<file path="src/include/afi_regs.svh">
// Constants of the axis feedback input block.
// Assumes inclusion by bare name from rtl/ and include/ files.
//
// Function
// Count every A or B edge, four per cycle.
// Count up to 22,000,000 states per second.
// Pulse/dir: pulses on A, direction from B.
// Negative legs optional.
// Index records home while homing.
// Aux counts on servo axes only.
// Low abort stops motion, halts program.
// Low reset restores power-on state; the block clears only arms, latched flags and homing states.
// Lockout drops amp enables in hardware.
// Forward limit blocks forward motion, calls handler.
// Reverse limit blocks reverse motion, calls handler.
// Limit and home polarity selectable.
// Begin after homing slews, stops on home change.
// Sixteen general inputs readable.
// Armed latch captures position on latch signal.
// Inputs 1-4 latch axes 1-4; 9-12 axes 5-8.
// Capture disarms and holds until re-armed.
`ifndef AFI_REGS_SVH
`define AFI_REGS_SVH

// ****************************************************************
// Sizes
// ****************************************************************
`define AFI_AXES        8
`define AFI_POS_W       32
`define AFI_GPI_W       16
`define AFI_ADDR_W      8

// ****************************************************************
// Register offsets
// ****************************************************************
`define AFI_REG_CTRL    8'h00
`define AFI_REG_MODE    8'h04
`define AFI_REG_STATUS  8'h08
`define AFI_REG_GPI     8'h0C
`define AFI_REG_LARM    8'h10
`define AFI_REG_MOTION  8'h14
`define AFI_REG_POS     8'h20
`define AFI_REG_AUX     8'h40
`define AFI_REG_LATCH   8'h60
`define AFI_REG_HOME    8'h80
`define AFI_SEL_MSB     4
`define AFI_SEL_LSB     2
`define AFI_BANK_MSB    7
`define AFI_BANK_LSB    5

// ****************************************************************
// CTRL fields
// ****************************************************************
`define AFI_CTRL_LIMPOL  0
`define AFI_CTRL_HOMEPOL 1
`define AFI_CTRL_LATCHEN 2
`define AFI_CTRL_RESET   32'h0000_0000

// ****************************************************************
// MODE word per axis: bit0 pulse/dir, bit1 stepper, bit2 direction (1 = fwd)
// ****************************************************************
`define AFI_MODE_PD      0
`define AFI_MODE_STEP    1
`define AFI_MODE_DIR     2
`define AFI_MODE_STRIDE  3

// ****************************************************************
// MOTION command codes (write data bits 3:0 cmd, 10:8 axis)
// ****************************************************************
`define AFI_CMD_HOMING   4'h1
`define AFI_CMD_EDGE     4'h2
`define AFI_CMD_BEGIN    4'h3
`define AFI_CMD_STOP     4'h4

`endif

</file>
<file path="src/include/afi_pkg.sv">
// Types for the axis feedback input block.
// Assumes afi_regs.svh on the include path.
`include "afi_regs.svh"
package afi_pkg;
  typedef enum logic [1:0] {
    HS_IDLE,
    HS_ARMED,
    HS_SLEW,
    HS_STOP
  } afi_home_type;

  typedef logic [`AFI_POS_W-1:0] afi_pos_type;
endpackage : afi_pkg

</file>
<file path="src/include/afi_enc_if.sv">
// Bundle between the top and a decoder channel.
// Assumes one clock domain shared with the top.
`timescale 1ns/1ps
`include "afi_regs.svh"
interface afi_enc_if;
  logic               chanA;
  logic               chanB;
  logic               pulseDir;
  logic               enable;
  afi_pkg::afi_pos_type count;
  logic               step;
  modport dec (input chanA, input chanB, input pulseDir, input enable, output count, output step);
  modport top (output chanA, output chanB, output pulseDir, output enable, input count, input step);
endinterface : afi_enc_if

</file>
<file path="src/rtl/afi_axis_inputs.sv">
// Top of the axis feedback input block: pins, decoders, switches, latches, registers.
// Assumes pins are asynchronous to ref_clk; register port is on ref_clk.
//
// Chosen here: strobed register access and the placing of the registers.
`timescale 1ns/1ps
`include "afi_regs.svh"
module afi_axis_inputs (
  input  wire logic                   ref_clk,
  input  wire logic                   rstn,
  input  wire logic [`AFI_AXES-1:0]   encChanAPos,
  input  wire logic [`AFI_AXES-1:0]   encChanBPos,
  input  wire logic [`AFI_AXES-1:0]   encIndexPos,
  input  wire logic [`AFI_AXES-1:0]   encChanANeg,
  input  wire logic [`AFI_AXES-1:0]   encChanBNeg,
  input  wire logic [`AFI_AXES-1:0]   encIndexNeg,
  input  wire logic [`AFI_AXES-1:0]   diffUsed,
  input  wire logic [`AFI_AXES-1:0]   auxEncFirstPos,
  input  wire logic [`AFI_AXES-1:0]   auxEncSecondPos,
  input  wire logic [`AFI_AXES-1:0]   fwdLimit,
  input  wire logic [`AFI_AXES-1:0]   revLimit,
  input  wire logic [`AFI_AXES-1:0]   homeSwitch,
  input  wire logic                   abortN,
  input  wire logic                   resetInN,
  input  wire logic                   lockout,
  input  wire logic [`AFI_GPI_W-1:0]  genInput,
  input  wire logic [`AFI_ADDR_W-1:0] regAddr,
  input  wire logic [31:0]            regWData,
  input  wire logic                   regWrite,
  input  wire logic                   regRead,
  output logic      [31:0]            regRData,
  output logic [`AFI_AXES-1:0]        ampEnable,
  output logic [`AFI_AXES-1:0]        motionEnable,
  output logic                        programHalt,
  output logic                        softResetReq,
  output logic                        limitHandlerReq,
  output logic [`AFI_GPI_W-1:0]       genInputState
);
  localparam int N = `AFI_AXES;
  localparam int SW = 6 * N + 3 + `AFI_GPI_W;

  // ****************************************************************
  // Pin synchronisation
  // ****************************************************************
  logic [SW-1:0]  pinRaw;
  logic [SW-1:0]  pinSync;
  logic [N-1:0]   sA, sB, sAn, sBn, sI, sIn, sXA, sXB, sFwd, sRev, sHome;
  logic           sAbortN, sResetN, sLock, sAbort, sReset;
  logic [`AFI_GPI_W-1:0] sGpi;
  logic [3*N-1:0] negRaw;
  logic [3*N-1:0] negSync;

  assign pinRaw = {encChanAPos, encChanBPos, encIndexPos, fwdLimit, revLimit, homeSwitch,
                   ~abortN, ~resetInN, lockout, genInput};
  assign negRaw = {encChanANeg, encChanBNeg, encIndexNeg};

  afi_sync #(.W(SW)) uSyncMain (
    .ref_clk (ref_clk),
    .rstn    (rstn),
    .pinIn   (pinRaw),
    .syncOut (pinSync)
  );
  afi_sync #(.W(3 * N)) uSyncNeg (
    .ref_clk (ref_clk),
    .rstn    (rstn),
    .pinIn   (negRaw),
    .syncOut (negSync)
  );
  afi_sync #(.W(2 * N)) uSyncAux (
    .ref_clk (ref_clk),
    .rstn    (rstn),
    .pinIn   ({auxEncFirstPos, auxEncSecondPos}),
    .syncOut ({sXA, sXB})
  );

  // Low-active pins enter inverted so the cleared sync flops do not fake an abort
  assign {sA, sB, sI, sFwd, sRev, sHome, sAbort, sReset, sLock, sGpi} = pinSync;
  assign sAbortN = ~sAbort;
  assign sResetN = ~sReset;
  assign {sAn, sBn, sIn} = negSync;

  // ****************************************************************
  // Registers
  // ****************************************************************
  logic [31:0]          ctrl_q, ctrl_d;
  logic [3*N-1:0]       mode_q, mode_d;
  logic [N-1:0]         arm_q, arm_d;
  logic [N-1:0]         latched_q, latched_d;
  afi_pkg::afi_pos_type latchVal_q [N], latchVal_d [N];
  afi_pkg::afi_pos_type homePos_q [N], homePos_d [N];
  afi_pkg::afi_home_type hs_q [N], hs_d [N];
  logic [N-1:0]         homeIdx_q, homeIdx_d;
  logic [N-1:0]         homePrev_q, homePrev_d;
  logic [31:0]          rdata_q, rdata_d;
  logic [N-1:0]         ampEn_q, ampEn_d;
  logic [N-1:0]         motEn_q, motEn_d;
  logic                 halt_q, halt_d;
  logic                 srst_q, srst_d;
  logic                 limReq_q, limReq_d;
  logic [`AFI_GPI_W-1:0] gpi_q, gpi_d;

  afi_pkg::afi_pos_type pos [N];
  afi_pkg::afi_pos_type aux [N];
  logic [N-1:0] fwdAct, revAct, homeAct, latchSrc, idxEdge;

  // ****************************************************************
  // Per-axis decoders and switch qualification
  // ****************************************************************
  for (genvar i = 0; i < N; i++) begin : gAxis
    afi_enc_if mainIf ();
    afi_enc_if auxIf ();
    // Negative legs only used when wired; floating legs are ignored
    assign mainIf.chanA    = diffUsed[i] ? (sA[i] & ~sAn[i]) : sA[i];
    assign mainIf.chanB    = diffUsed[i] ? (sB[i] & ~sBn[i]) : sB[i];
    assign mainIf.pulseDir = mode_q[i * `AFI_MODE_STRIDE + `AFI_MODE_PD];
    assign mainIf.enable   = 1'b1;
    assign auxIf.chanA     = sXA[i];
    assign auxIf.chanB     = sXB[i];
    assign auxIf.pulseDir  = 1'b0;
    assign auxIf.enable    = ~mode_q[i * `AFI_MODE_STRIDE + `AFI_MODE_STEP];
    afi_quad_dec uMain (.ref_clk(ref_clk), .rstn(rstn), .enc(mainIf));
    afi_quad_dec uAux  (.ref_clk(ref_clk), .rstn(rstn), .enc(auxIf));
    assign pos[i] = mainIf.count;
    assign aux[i] = auxIf.count;
    assign fwdAct[i]  = sFwd[i] ^ ctrl_q[`AFI_CTRL_LIMPOL];
    assign revAct[i]  = sRev[i] ^ ctrl_q[`AFI_CTRL_LIMPOL];
    assign homeAct[i] = sHome[i] ^ ctrl_q[`AFI_CTRL_HOMEPOL];
    assign idxEdge[i] = (diffUsed[i] ? (sI[i] & ~sIn[i]) : sI[i]) & ~homeIdx_q[i];
    // Axes 1-4 from inputs 1-4, axes 5-8 from inputs 9-12
    assign latchSrc[i] = (i < 4) ? sGpi[i] : sGpi[i + 4];
  end

  // ****************************************************************
  // Next state
  // ****************************************************************
  logic [3:0]  cmd;
  logic [2:0]  cmdAxis;
  logic        fwdDir;
  logic [2:0]  sel;

  always_comb begin
    cmd      = regWData[3:0];
    cmdAxis  = regWData[10:8];
    sel      = regAddr[`AFI_SEL_MSB:`AFI_SEL_LSB];
    fwdDir   = 1'b0;
    ctrl_d   = ctrl_q;
    mode_d   = mode_q;
    arm_d    = arm_q;
    latched_d = latched_q;
    latchVal_d = latchVal_q;
    homePos_d = homePos_q;
    hs_d     = hs_q;
    homeIdx_d = {sI & ~(diffUsed & sIn)};
    homePrev_d = homeAct;
    rdata_d  = 32'h0000_0000;
    limReq_d = 1'b0;
    halt_d   = ~sAbortN;
    srst_d   = ~sResetN;
    gpi_d    = sGpi;
    if (regWrite) begin
      unique case (regAddr)
        `AFI_REG_CTRL:  ctrl_d = regWData;
        `AFI_REG_MODE:  mode_d = regWData[3*N-1:0];
        `AFI_REG_LARM: begin
          arm_d     = arm_q | regWData[N-1:0];
          latched_d = latched_q & ~regWData[N-1:0];
        end
        `AFI_REG_MOTION: begin
          unique case (cmd)
            `AFI_CMD_HOMING, `AFI_CMD_EDGE: hs_d[cmdAxis] = afi_pkg::HS_ARMED;
            `AFI_CMD_BEGIN: if (hs_q[cmdAxis] == afi_pkg::HS_ARMED) begin
              hs_d[cmdAxis] = afi_pkg::HS_SLEW;
            end
            `AFI_CMD_STOP: hs_d[cmdAxis] = afi_pkg::HS_IDLE;
            default: hs_d[cmdAxis] = hs_q[cmdAxis];
          endcase
        end
        default: ctrl_d = ctrl_q;
      endcase
    end
    for (int i = 0; i < N; i++) begin
      fwdDir = mode_q[i * `AFI_MODE_STRIDE + `AFI_MODE_DIR];
      // Slewing stops on any home transition; index edge records home
      if (hs_q[i] == afi_pkg::HS_SLEW && homeAct[i] != homePrev_q[i]) begin
        hs_d[i] = afi_pkg::HS_STOP;
      end
      if (hs_q[i] != afi_pkg::HS_IDLE && idxEdge[i]) begin
        homePos_d[i] = pos[i];
      end
      if (!sAbortN) begin
        hs_d[i] = afi_pkg::HS_IDLE;
      end
      // Capture on latch input, then disarm until software re-arms
      if (arm_q[i] && ctrl_q[`AFI_CTRL_LATCHEN] && !latchSrc[i]) begin
        latchVal_d[i] = pos[i];
        arm_d[i]      = 1'b0;
        latched_d[i]  = 1'b1;
      end
      motEn_d[i] = sAbortN && !(fwdDir ? fwdAct[i] : revAct[i])
                   && hs_q[i] != afi_pkg::HS_STOP;
      ampEn_d[i] = !sLock && sAbortN;
      if (fwdAct[i] || revAct[i]) begin
        limReq_d = 1'b1;
      end
    end
    if (regRead) begin
      unique case (regAddr[`AFI_BANK_MSB:`AFI_BANK_LSB])
        3'h0: begin
          unique case (regAddr)
            `AFI_REG_CTRL:   rdata_d = ctrl_q;
            `AFI_REG_MODE:   rdata_d = {8'h00, mode_q};
            `AFI_REG_STATUS: rdata_d = {8'h00, homeAct, fwdAct, revAct};
            `AFI_REG_GPI:    rdata_d = {16'h0000, sGpi};
            `AFI_REG_LARM:   rdata_d = {16'h0000, latched_q, arm_q};
            default:         rdata_d = 32'h0000_0000;
          endcase
        end
        3'h1:    rdata_d = pos[sel];
        3'h2:    rdata_d = aux[sel];
        3'h3:    rdata_d = latchVal_q[sel];
        3'h4:    rdata_d = homePos_q[sel];
        default: rdata_d = 32'h0000_0000;
      endcase
    end
    // Soft reset pin clears arms, latched flags and homing states; configuration and captured values stay
    if (!sResetN) begin
      arm_d     = '0;
      latched_d = '0;
      for (int i = 0; i < N; i++) hs_d[i] = afi_pkg::HS_IDLE;
    end
  end

  // ****************************************************************
  // Registers update
  // ****************************************************************
  always_ff @(posedge ref_clk or negedge rstn) begin
    if (!rstn) begin
      ctrl_q     <= `AFI_CTRL_RESET;
      mode_q     <= '0;
      arm_q      <= '0;
      latched_q  <= '0;
      homeIdx_q  <= '0;
      homePrev_q <= '0;
      rdata_q    <= '0;
      ampEn_q    <= '0;
      motEn_q    <= '0;
      halt_q     <= 1'b0;
      srst_q     <= 1'b0;
      limReq_q   <= 1'b0;
      gpi_q      <= '0;
      for (int i = 0; i < N; i++) begin
        latchVal_q[i] <= '0;
        homePos_q[i]  <= '0;
        hs_q[i]       <= afi_pkg::HS_IDLE;
      end
    end else begin
      ctrl_q     <= ctrl_d;
      mode_q     <= mode_d;
      arm_q      <= arm_d;
      latched_q  <= latched_d;
      homeIdx_q  <= homeIdx_d;
      homePrev_q <= homePrev_d;
      rdata_q    <= rdata_d;
      ampEn_q    <= ampEn_d;
      motEn_q    <= motEn_d;
      halt_q     <= halt_d;
      srst_q     <= srst_d;
      limReq_q   <= limReq_d;
      gpi_q      <= gpi_d;
      latchVal_q <= latchVal_d;
      homePos_q  <= homePos_d;
      hs_q       <= hs_d;
    end
  end

  assign regRData        = rdata_q;
  assign ampEnable       = ampEn_q;
  assign motionEnable    = motEn_q;
  assign programHalt     = halt_q;
  assign softResetReq    = srst_q;
  assign limitHandlerReq = limReq_q;
  assign genInputState   = gpi_q;
endmodule : afi_axis_inputs

</file>
<file path="src/rtl/afi_quad_dec.sv">
// Quadrature or pulse/direction decoder with a position counter.
// Assumes synchronised channel inputs on ref_clk.
`timescale 1ns/1ps
`include "afi_regs.svh"
module afi_quad_dec (
  input  wire logic ref_clk,
  input  wire logic rstn,
  afi_enc_if.dec    enc
);
  logic                 prevA_q;
  logic                 prevB_q;
  logic                 prevA_d;
  logic                 prevB_d;
  afi_pkg::afi_pos_type count_q;
  afi_pkg::afi_pos_type count_d;
  logic                 step_q;
  logic                 step_d;

  always_comb begin
    prevA_d = enc.chanA;
    prevB_d = enc.chanB;
    count_d = count_q;
    step_d  = 1'b0;
    if (enc.enable) begin
      if (enc.pulseDir) begin
        // Rising edge of A counts; B level picks direction
        if (enc.chanA && !prevA_q) begin
          count_d = enc.chanB ? count_q + 1'b1 : count_q - 1'b1;
          step_d  = 1'b1;
        end
      end else begin
        // One clock per state: 125 MHz covers 22 M states/s with margin
        unique case ({prevA_q, prevB_q, enc.chanA, enc.chanB})
          4'b0001, 4'b0111, 4'b1110, 4'b1000: begin
            count_d = count_q + 1'b1;
            step_d  = 1'b1;
          end
          4'b0010, 4'b1011, 4'b1101, 4'b0100: begin
            count_d = count_q - 1'b1;
            step_d  = 1'b1;
          end
          default: count_d = count_q;
        endcase
      end
    end
  end

  always_ff @(posedge ref_clk or negedge rstn) begin
    if (!rstn) begin
      prevA_q <= 1'b0;
      prevB_q <= 1'b0;
      count_q <= '0;
      step_q  <= 1'b0;
    end else begin
      prevA_q <= prevA_d;
      prevB_q <= prevB_d;
      count_q <= count_d;
      step_q  <= step_d;
    end
  end

  assign enc.count = count_q;
  assign enc.step  = step_q;
endmodule : afi_quad_dec

</file>
<file path="src/rtl/afi_sync.sv">
// Two-flop synchroniser for a bus of pin inputs.
// Assumes asynchronous pins and one clock.
`timescale 1ns/1ps
module afi_sync #(
  parameter int W = 1
) (
  input  wire logic         ref_clk,
  input  wire logic         rstn,
  input  wire logic [W-1:0] pinIn,
  output logic      [W-1:0] syncOut
);
  logic [W-1:0] meta_q;
  logic [W-1:0] meta_d;
  logic [W-1:0] sync_q;
  logic [W-1:0] sync_d;

  always_comb begin
    meta_d = pinIn;
    sync_d = meta_q;
  end

  // First stage read only by the second
  always_ff @(posedge ref_clk or negedge rstn) begin
    if (!rstn) begin
      meta_q <= '0;
      sync_q <= '0;
    end else begin
      meta_q <= meta_d;
      sync_q <= sync_d;
    end
  end

  assign syncOut = sync_q;
endmodule : afi_sync

</file>
<file path="config.mk">
export PLATFORM = sky130hd
export DESIGN_NAME = afi_axis_inputs
export DESIGN_NICKNAME = d
export VERILOG_FILES = /design/src/include/afi_pkg.sv /design/src/include/afi_enc_if.sv /design/src/rtl/afi_axis_inputs.sv /design/src/rtl/afi_quad_dec.sv /design/src/rtl/afi_sync.sv
export VERILOG_INCLUDE_DIRS = /design/src /design/src/include
export SDC_FILE = /design/constraint.sdc
export NUM_CORES = 2
export LEC_CHECK = 0
export BUFFER_PORTS_ARGS = -buffer_cell sky130_fd_sc_hd__buf_2
export CORE_ASPECT_RATIO = 1.4
export CORE_MARGIN = 3
export CORE_UTILIZATION = 47
export DETAILED_ROUTE_END_ITERATION = 7
export SETUP_SLACK_MARGIN = 0.3
export SLEW_MARGIN = 10
export SYNTH_ARGS = -nofsm -noshare
export SYNTH_HDL_FRONTEND = slang
export SYNTH_SLANG_ARGS = --single-unit
</file>
<file path="constraint.sdc">
create_clock -name ref_clk -period 6.25 [get_ports ref_clk]
set_clock_uncertainty 0.15 [all_clocks]
set_input_delay 0 -clock ref_clk [delete_from_list [all_inputs] [get_ports ref_clk]]
set_output_delay 0 -clock ref_clk [all_outputs]
set_load 0.05 [all_outputs]
</file>
==> results.sh <==
export IMPL_use_met3_pct=5.07
export IMPL_top_usage_layer="met2"
export IMPL_crit_type="reg2reg"
export IMPL_drt_drc_violations_left=0
export IMPL_required_ns=6.77
export IMPL_synth_edff_count=0
export IMPL_wl_um=255000
export IMPL_fillers=13890
export IMPL_setup_viol=0
export IMPL_grtUsageTotal_pct=29.9
export IMPL_hold_class="in2reg"
export IMPL_maxCapViolations=0
export IMPL_r2r_cells=17
export IMPL_path_depth=17
export IMPL_fin_hold_ws_ns=0.0382
export IMPL_rr_startpoint="uSyncAux.syncOut[7]"
export IMPL_h_tree_depth=4
export IMPL_min_period_over_period_pct=76.9
export IMPL_syn_area_per_cell_um2=10.7
export IMPL_cp_start_kind="register"
export IMPL_rsz0062_at_grt="false"
export IMPL_cellLeakagePower_nw=41.9
export IMPL_power_density_nw_per_um2=376
export IMPL_final_hold_viol_count=0
export IMPL_dp_hpwl_um=181000
export IMPL_ys_ff_latch=1434
export IMPL_fmax_mhz=208
export IMPL_clk_pin_slew_ns=0.06
export IMPL_critical_path_arrival_ns=5.32
export IMPL_cts_sinks=1434
export IMPL_syn2layout_area_growth_pct=14.8
export IMPL_use_met1_pct=36.0
export IMPL_syn_inst=7253
export IMPL_grt_antenna_before_repair=19
export IMPL_wl_per_cell_um=25.9
export IMPL_ioPinCount=226
export IMPL_die_w_um=349
export IMPL_drt_iter0_markers=4667
export IMPL_setup_tns_ns=0
export IMPL_synth_net_count=7681
export IMPL_end_kind="register"
export IMPL_numCtsBuffers=148
export IMPL_portBuffers=225
export IMPL_grt_pass1_wl_um=382000
export IMPL_dr_pass1_iters=7
export IMPL_drv_slew=0
export IMPL_worst_slew_pin_slew_ns=1.14
export IMPL_ys_types=89
export IMPL_cts_resized=0
export IMPL_grt_max_degree=185
export IMPL_cts_tree="done"
export IMPL_hp_start="diffUsed[1]"
export IMPL_vias_per_cell=6.04
export IMPL_nets=8026
export IMPL_first_global_vias=60468
export IMPL_vias=59440
export IMPL_min_period_ns=4.80
export IMPL_cp_startpoint="uSyncAux.syncOut[7]"
export IMPL_gp_congestion=0.926
export IMPL_crit_chain="xor2_1 -> or2_2 -> inv_1 -> buf_4 -> ha_1 -> a211oi_1 -> o21bai_1 -> a21oi_1 -> o31ai_1 -> buf_4 -> a2111oi_0 -> o31ai_1 -> a21oi_1 -> o21ai_0 -> nand3_1 -> or3b_1 -> xnor2_1"
export IMPL_met2_usage_pct=50.4
export IMPL_syn_area_um2=77400
export IMPL_start_util_pct=47.5
export IMPL_core_um2=163000
export IMPL_yosys_most_used_dff="dfrtp_1"
export IMPL_drive_above_1_share_pct=17.6
export IMPL_reg2reg_slack_ns=1.45
export IMPL_r2r_end="gAxis[7].uAux.enc.count[31]"
export IMPL_fp_dieH_um=486
export IMPL_cp_buffers_inverters=3
export IMPL_ys_warn_count=0
export IMPL_num_rows=175
export IMPL_die_area_um2=170000
export IMPL_cp_top_family="compound AO/OA/AOI/OAI gates"
export IMPL_status="finished, final reports clean"
export IMPL_worst_path_max_delay_cell="a2111oi_0"
export IMPL_endpoint="gAxis[7].uAux.enc.count[31]"
export IMPL_irDropWorstVdd_uv=229
export IMPL_cpPeakStageDelay_ns=0.61
export IMPL_root_buffer="clkbuf_16"
export IMPL_clockBufferDepth=3
export IMPL_clk_latency_ns=0.80
export IMPL_slew_headroom_pct=24.2
export IMPL_postRouteAntennaNets=0
export IMPL_critPathMaxFanout=35
export IMPL_synth_async_sr_flop_share_pct=100
export IMPL_overflow=0
export IMPL_seq_area_frac_synth_pct=46.3
==> worst min path at each step <==
stage | cells after the start | to | slack, ns
global placement | 1 | uSyncNeg.syncOut[17] | -0.11
CTS | 5 | gAxis[6].uMain.prevA_q | 0.0004
detailed placement | 1 | uSyncNeg.syncOut[17] | -0.11
global route | 6 | regRData[22] | 0.08
floorplan | 0 | ampEnable[0] | -0.45
finish | 5 | gAxis[1].uMain.prevB_q | 0.04
==> where the power goes <==
part / switching (W) / internal [W] / total [W]
clock: 0.00394 / 0.00546 / 0.00940
combinational: 0.00598 / 0.00449 / 0.0105
sequential: 0.00275 / 0.0108 / 0.0136
==> per-layer routing <==
| layer | up-vias | part of all wire, % |
|---|---|---|
| li1 | 26801 | - |
| met1 | 29921 | 38 |
| met2 | 2097 | 49 |
| met4 | 14 | 6.6 |
| met3 | 607 | 6.3 |
| met5 | - | 0.035 |
==> synthesized netlist by cell type, types with 59 or more instances <==
cell type  count  share of area (%)
dfrtp_1     1434                 46
nand2_1      911                4.4
mux2_2       469                6.8
o21ai_0      443                2.9
a21oi_1      394                2.5
nor2_1       386                1.9
clkbuf_1     378                1.8
xor2_1       335                3.8
ha_1         261                4.2
mux4_2       238                6.9
xnor2_1      232                2.6
a21o_1       156                1.5
inv_1        124               0.60
nor3_1       124               0.80
mux2i_1      123                1.6
nand3_1      106               0.69
and3_1        79               0.64
a22oi_1       68               0.66
a31oi_1       68               0.55
nand2b_1      62               0.50
nor4_1        59               0.48
==> repair_timing <==
| item | 4_1_cts | 5_1_grt |
|---|---|---|
| setup buffers | 0 | 0 |
| setup endpoints to repair | 0 | 0 |
| hold endpoints to repair | 1742 | 0 |
| hold buffers | 318 | 0 |
==> worst reg2reg max path: stages (launching register included) <==
cell and delay [ns]:
dfrtp_1 0.39, xor2_1 0.17, or2_2 0.31, inv_1 0.06
buf_4 0.37, ha_1 0.34, a211oi_1 0.26, o21bai_1 0.11
a21oi_1 0.31, o31ai_1 0.16, buf_4 0.19, a2111oi_0 0.61
o31ai_1 0.22, a21oi_1 0.31, o21ai_0 0.15, nand3_1 0.09
or3b_1 0.36, xnor2_1 0.13
==> flip-flops by register name, indices dropped and copies added, names as in the netlist, 16 cells and up <==
register and count:
uSyncNeg.syncOut 24, uSyncMain.meta_q 67, uSyncMain.syncOut 67, homePos_q 256, genInputState 16, latchVal_q 256, gAxis.uAux.enc.count 256, mode_q 24
uSyncAux.syncOut 16, uSyncNeg.meta_q 24, regRData 32, ctrl_q 32, uSyncAux.meta_q 16, hs_q 16, gAxis.uMain.enc.count 256
==> layout make-up <==
| class | instances | area, µm² | share of cell area [%] |
|---|---|---|---|
| repair buffers | 653 | 5330 | 6.00 |
| flip-flops and latches | 1434 | 35900 | 40.4 |
| clock inverters | 52 | 812 | 0.914 |
| multi-input cells | 5234 | 39400 | 44.3 |
| clock buffers | 213 | 4320 | 4.86 |
| well taps | 2124 | 2660 | 2.99 |
| inverters | 127 | 477 | 0.536 |
| diodes | 5 | 12.5 | 0.0141 |
==> through the flow <==
stage               total power (W)  worst slack, ns  util [%]  cell area, µm²  cells
global route                 0.0353             1.09      54.5           88900   9838
global placement             0.0237             1.55      49.4           80500   9254
floorplan                    0.0202             1.59         -           77400   7253
detailed placement           0.0239             1.47      49.4           80500   9254
finish                       0.0334             1.45      54.5           88900   9842
CTS                          0.0335             1.47      54.5           88900   9837
==> cells by family (layout without fill, tap and decap cells) <==
family	Yosys count	in the layout	share of synthesized area (%)
mux	831	831	15.4
simple gates	2049	2049	12.3
compound gates	1518	1518	12.2
flops	1434	1434	46.3
other cells	0	5	0
fa+ha+maj	269	269	4.42
xor+xnor	567	567	6.41
buf+inv	585	1045	2.92
==> layout by cell type (no fill, tap or decap), drive strengths merged, types with 261 or more instances in the layout <==
cell type	instances
ha	261
xor2	335
mux2	469
a21oi	395
dlygate4sd3	317
o21ai	450
nor2	386
dfrtp	1434
nand2	911
buf	336
Note: power is estimated with default switching activity, not from simulation.
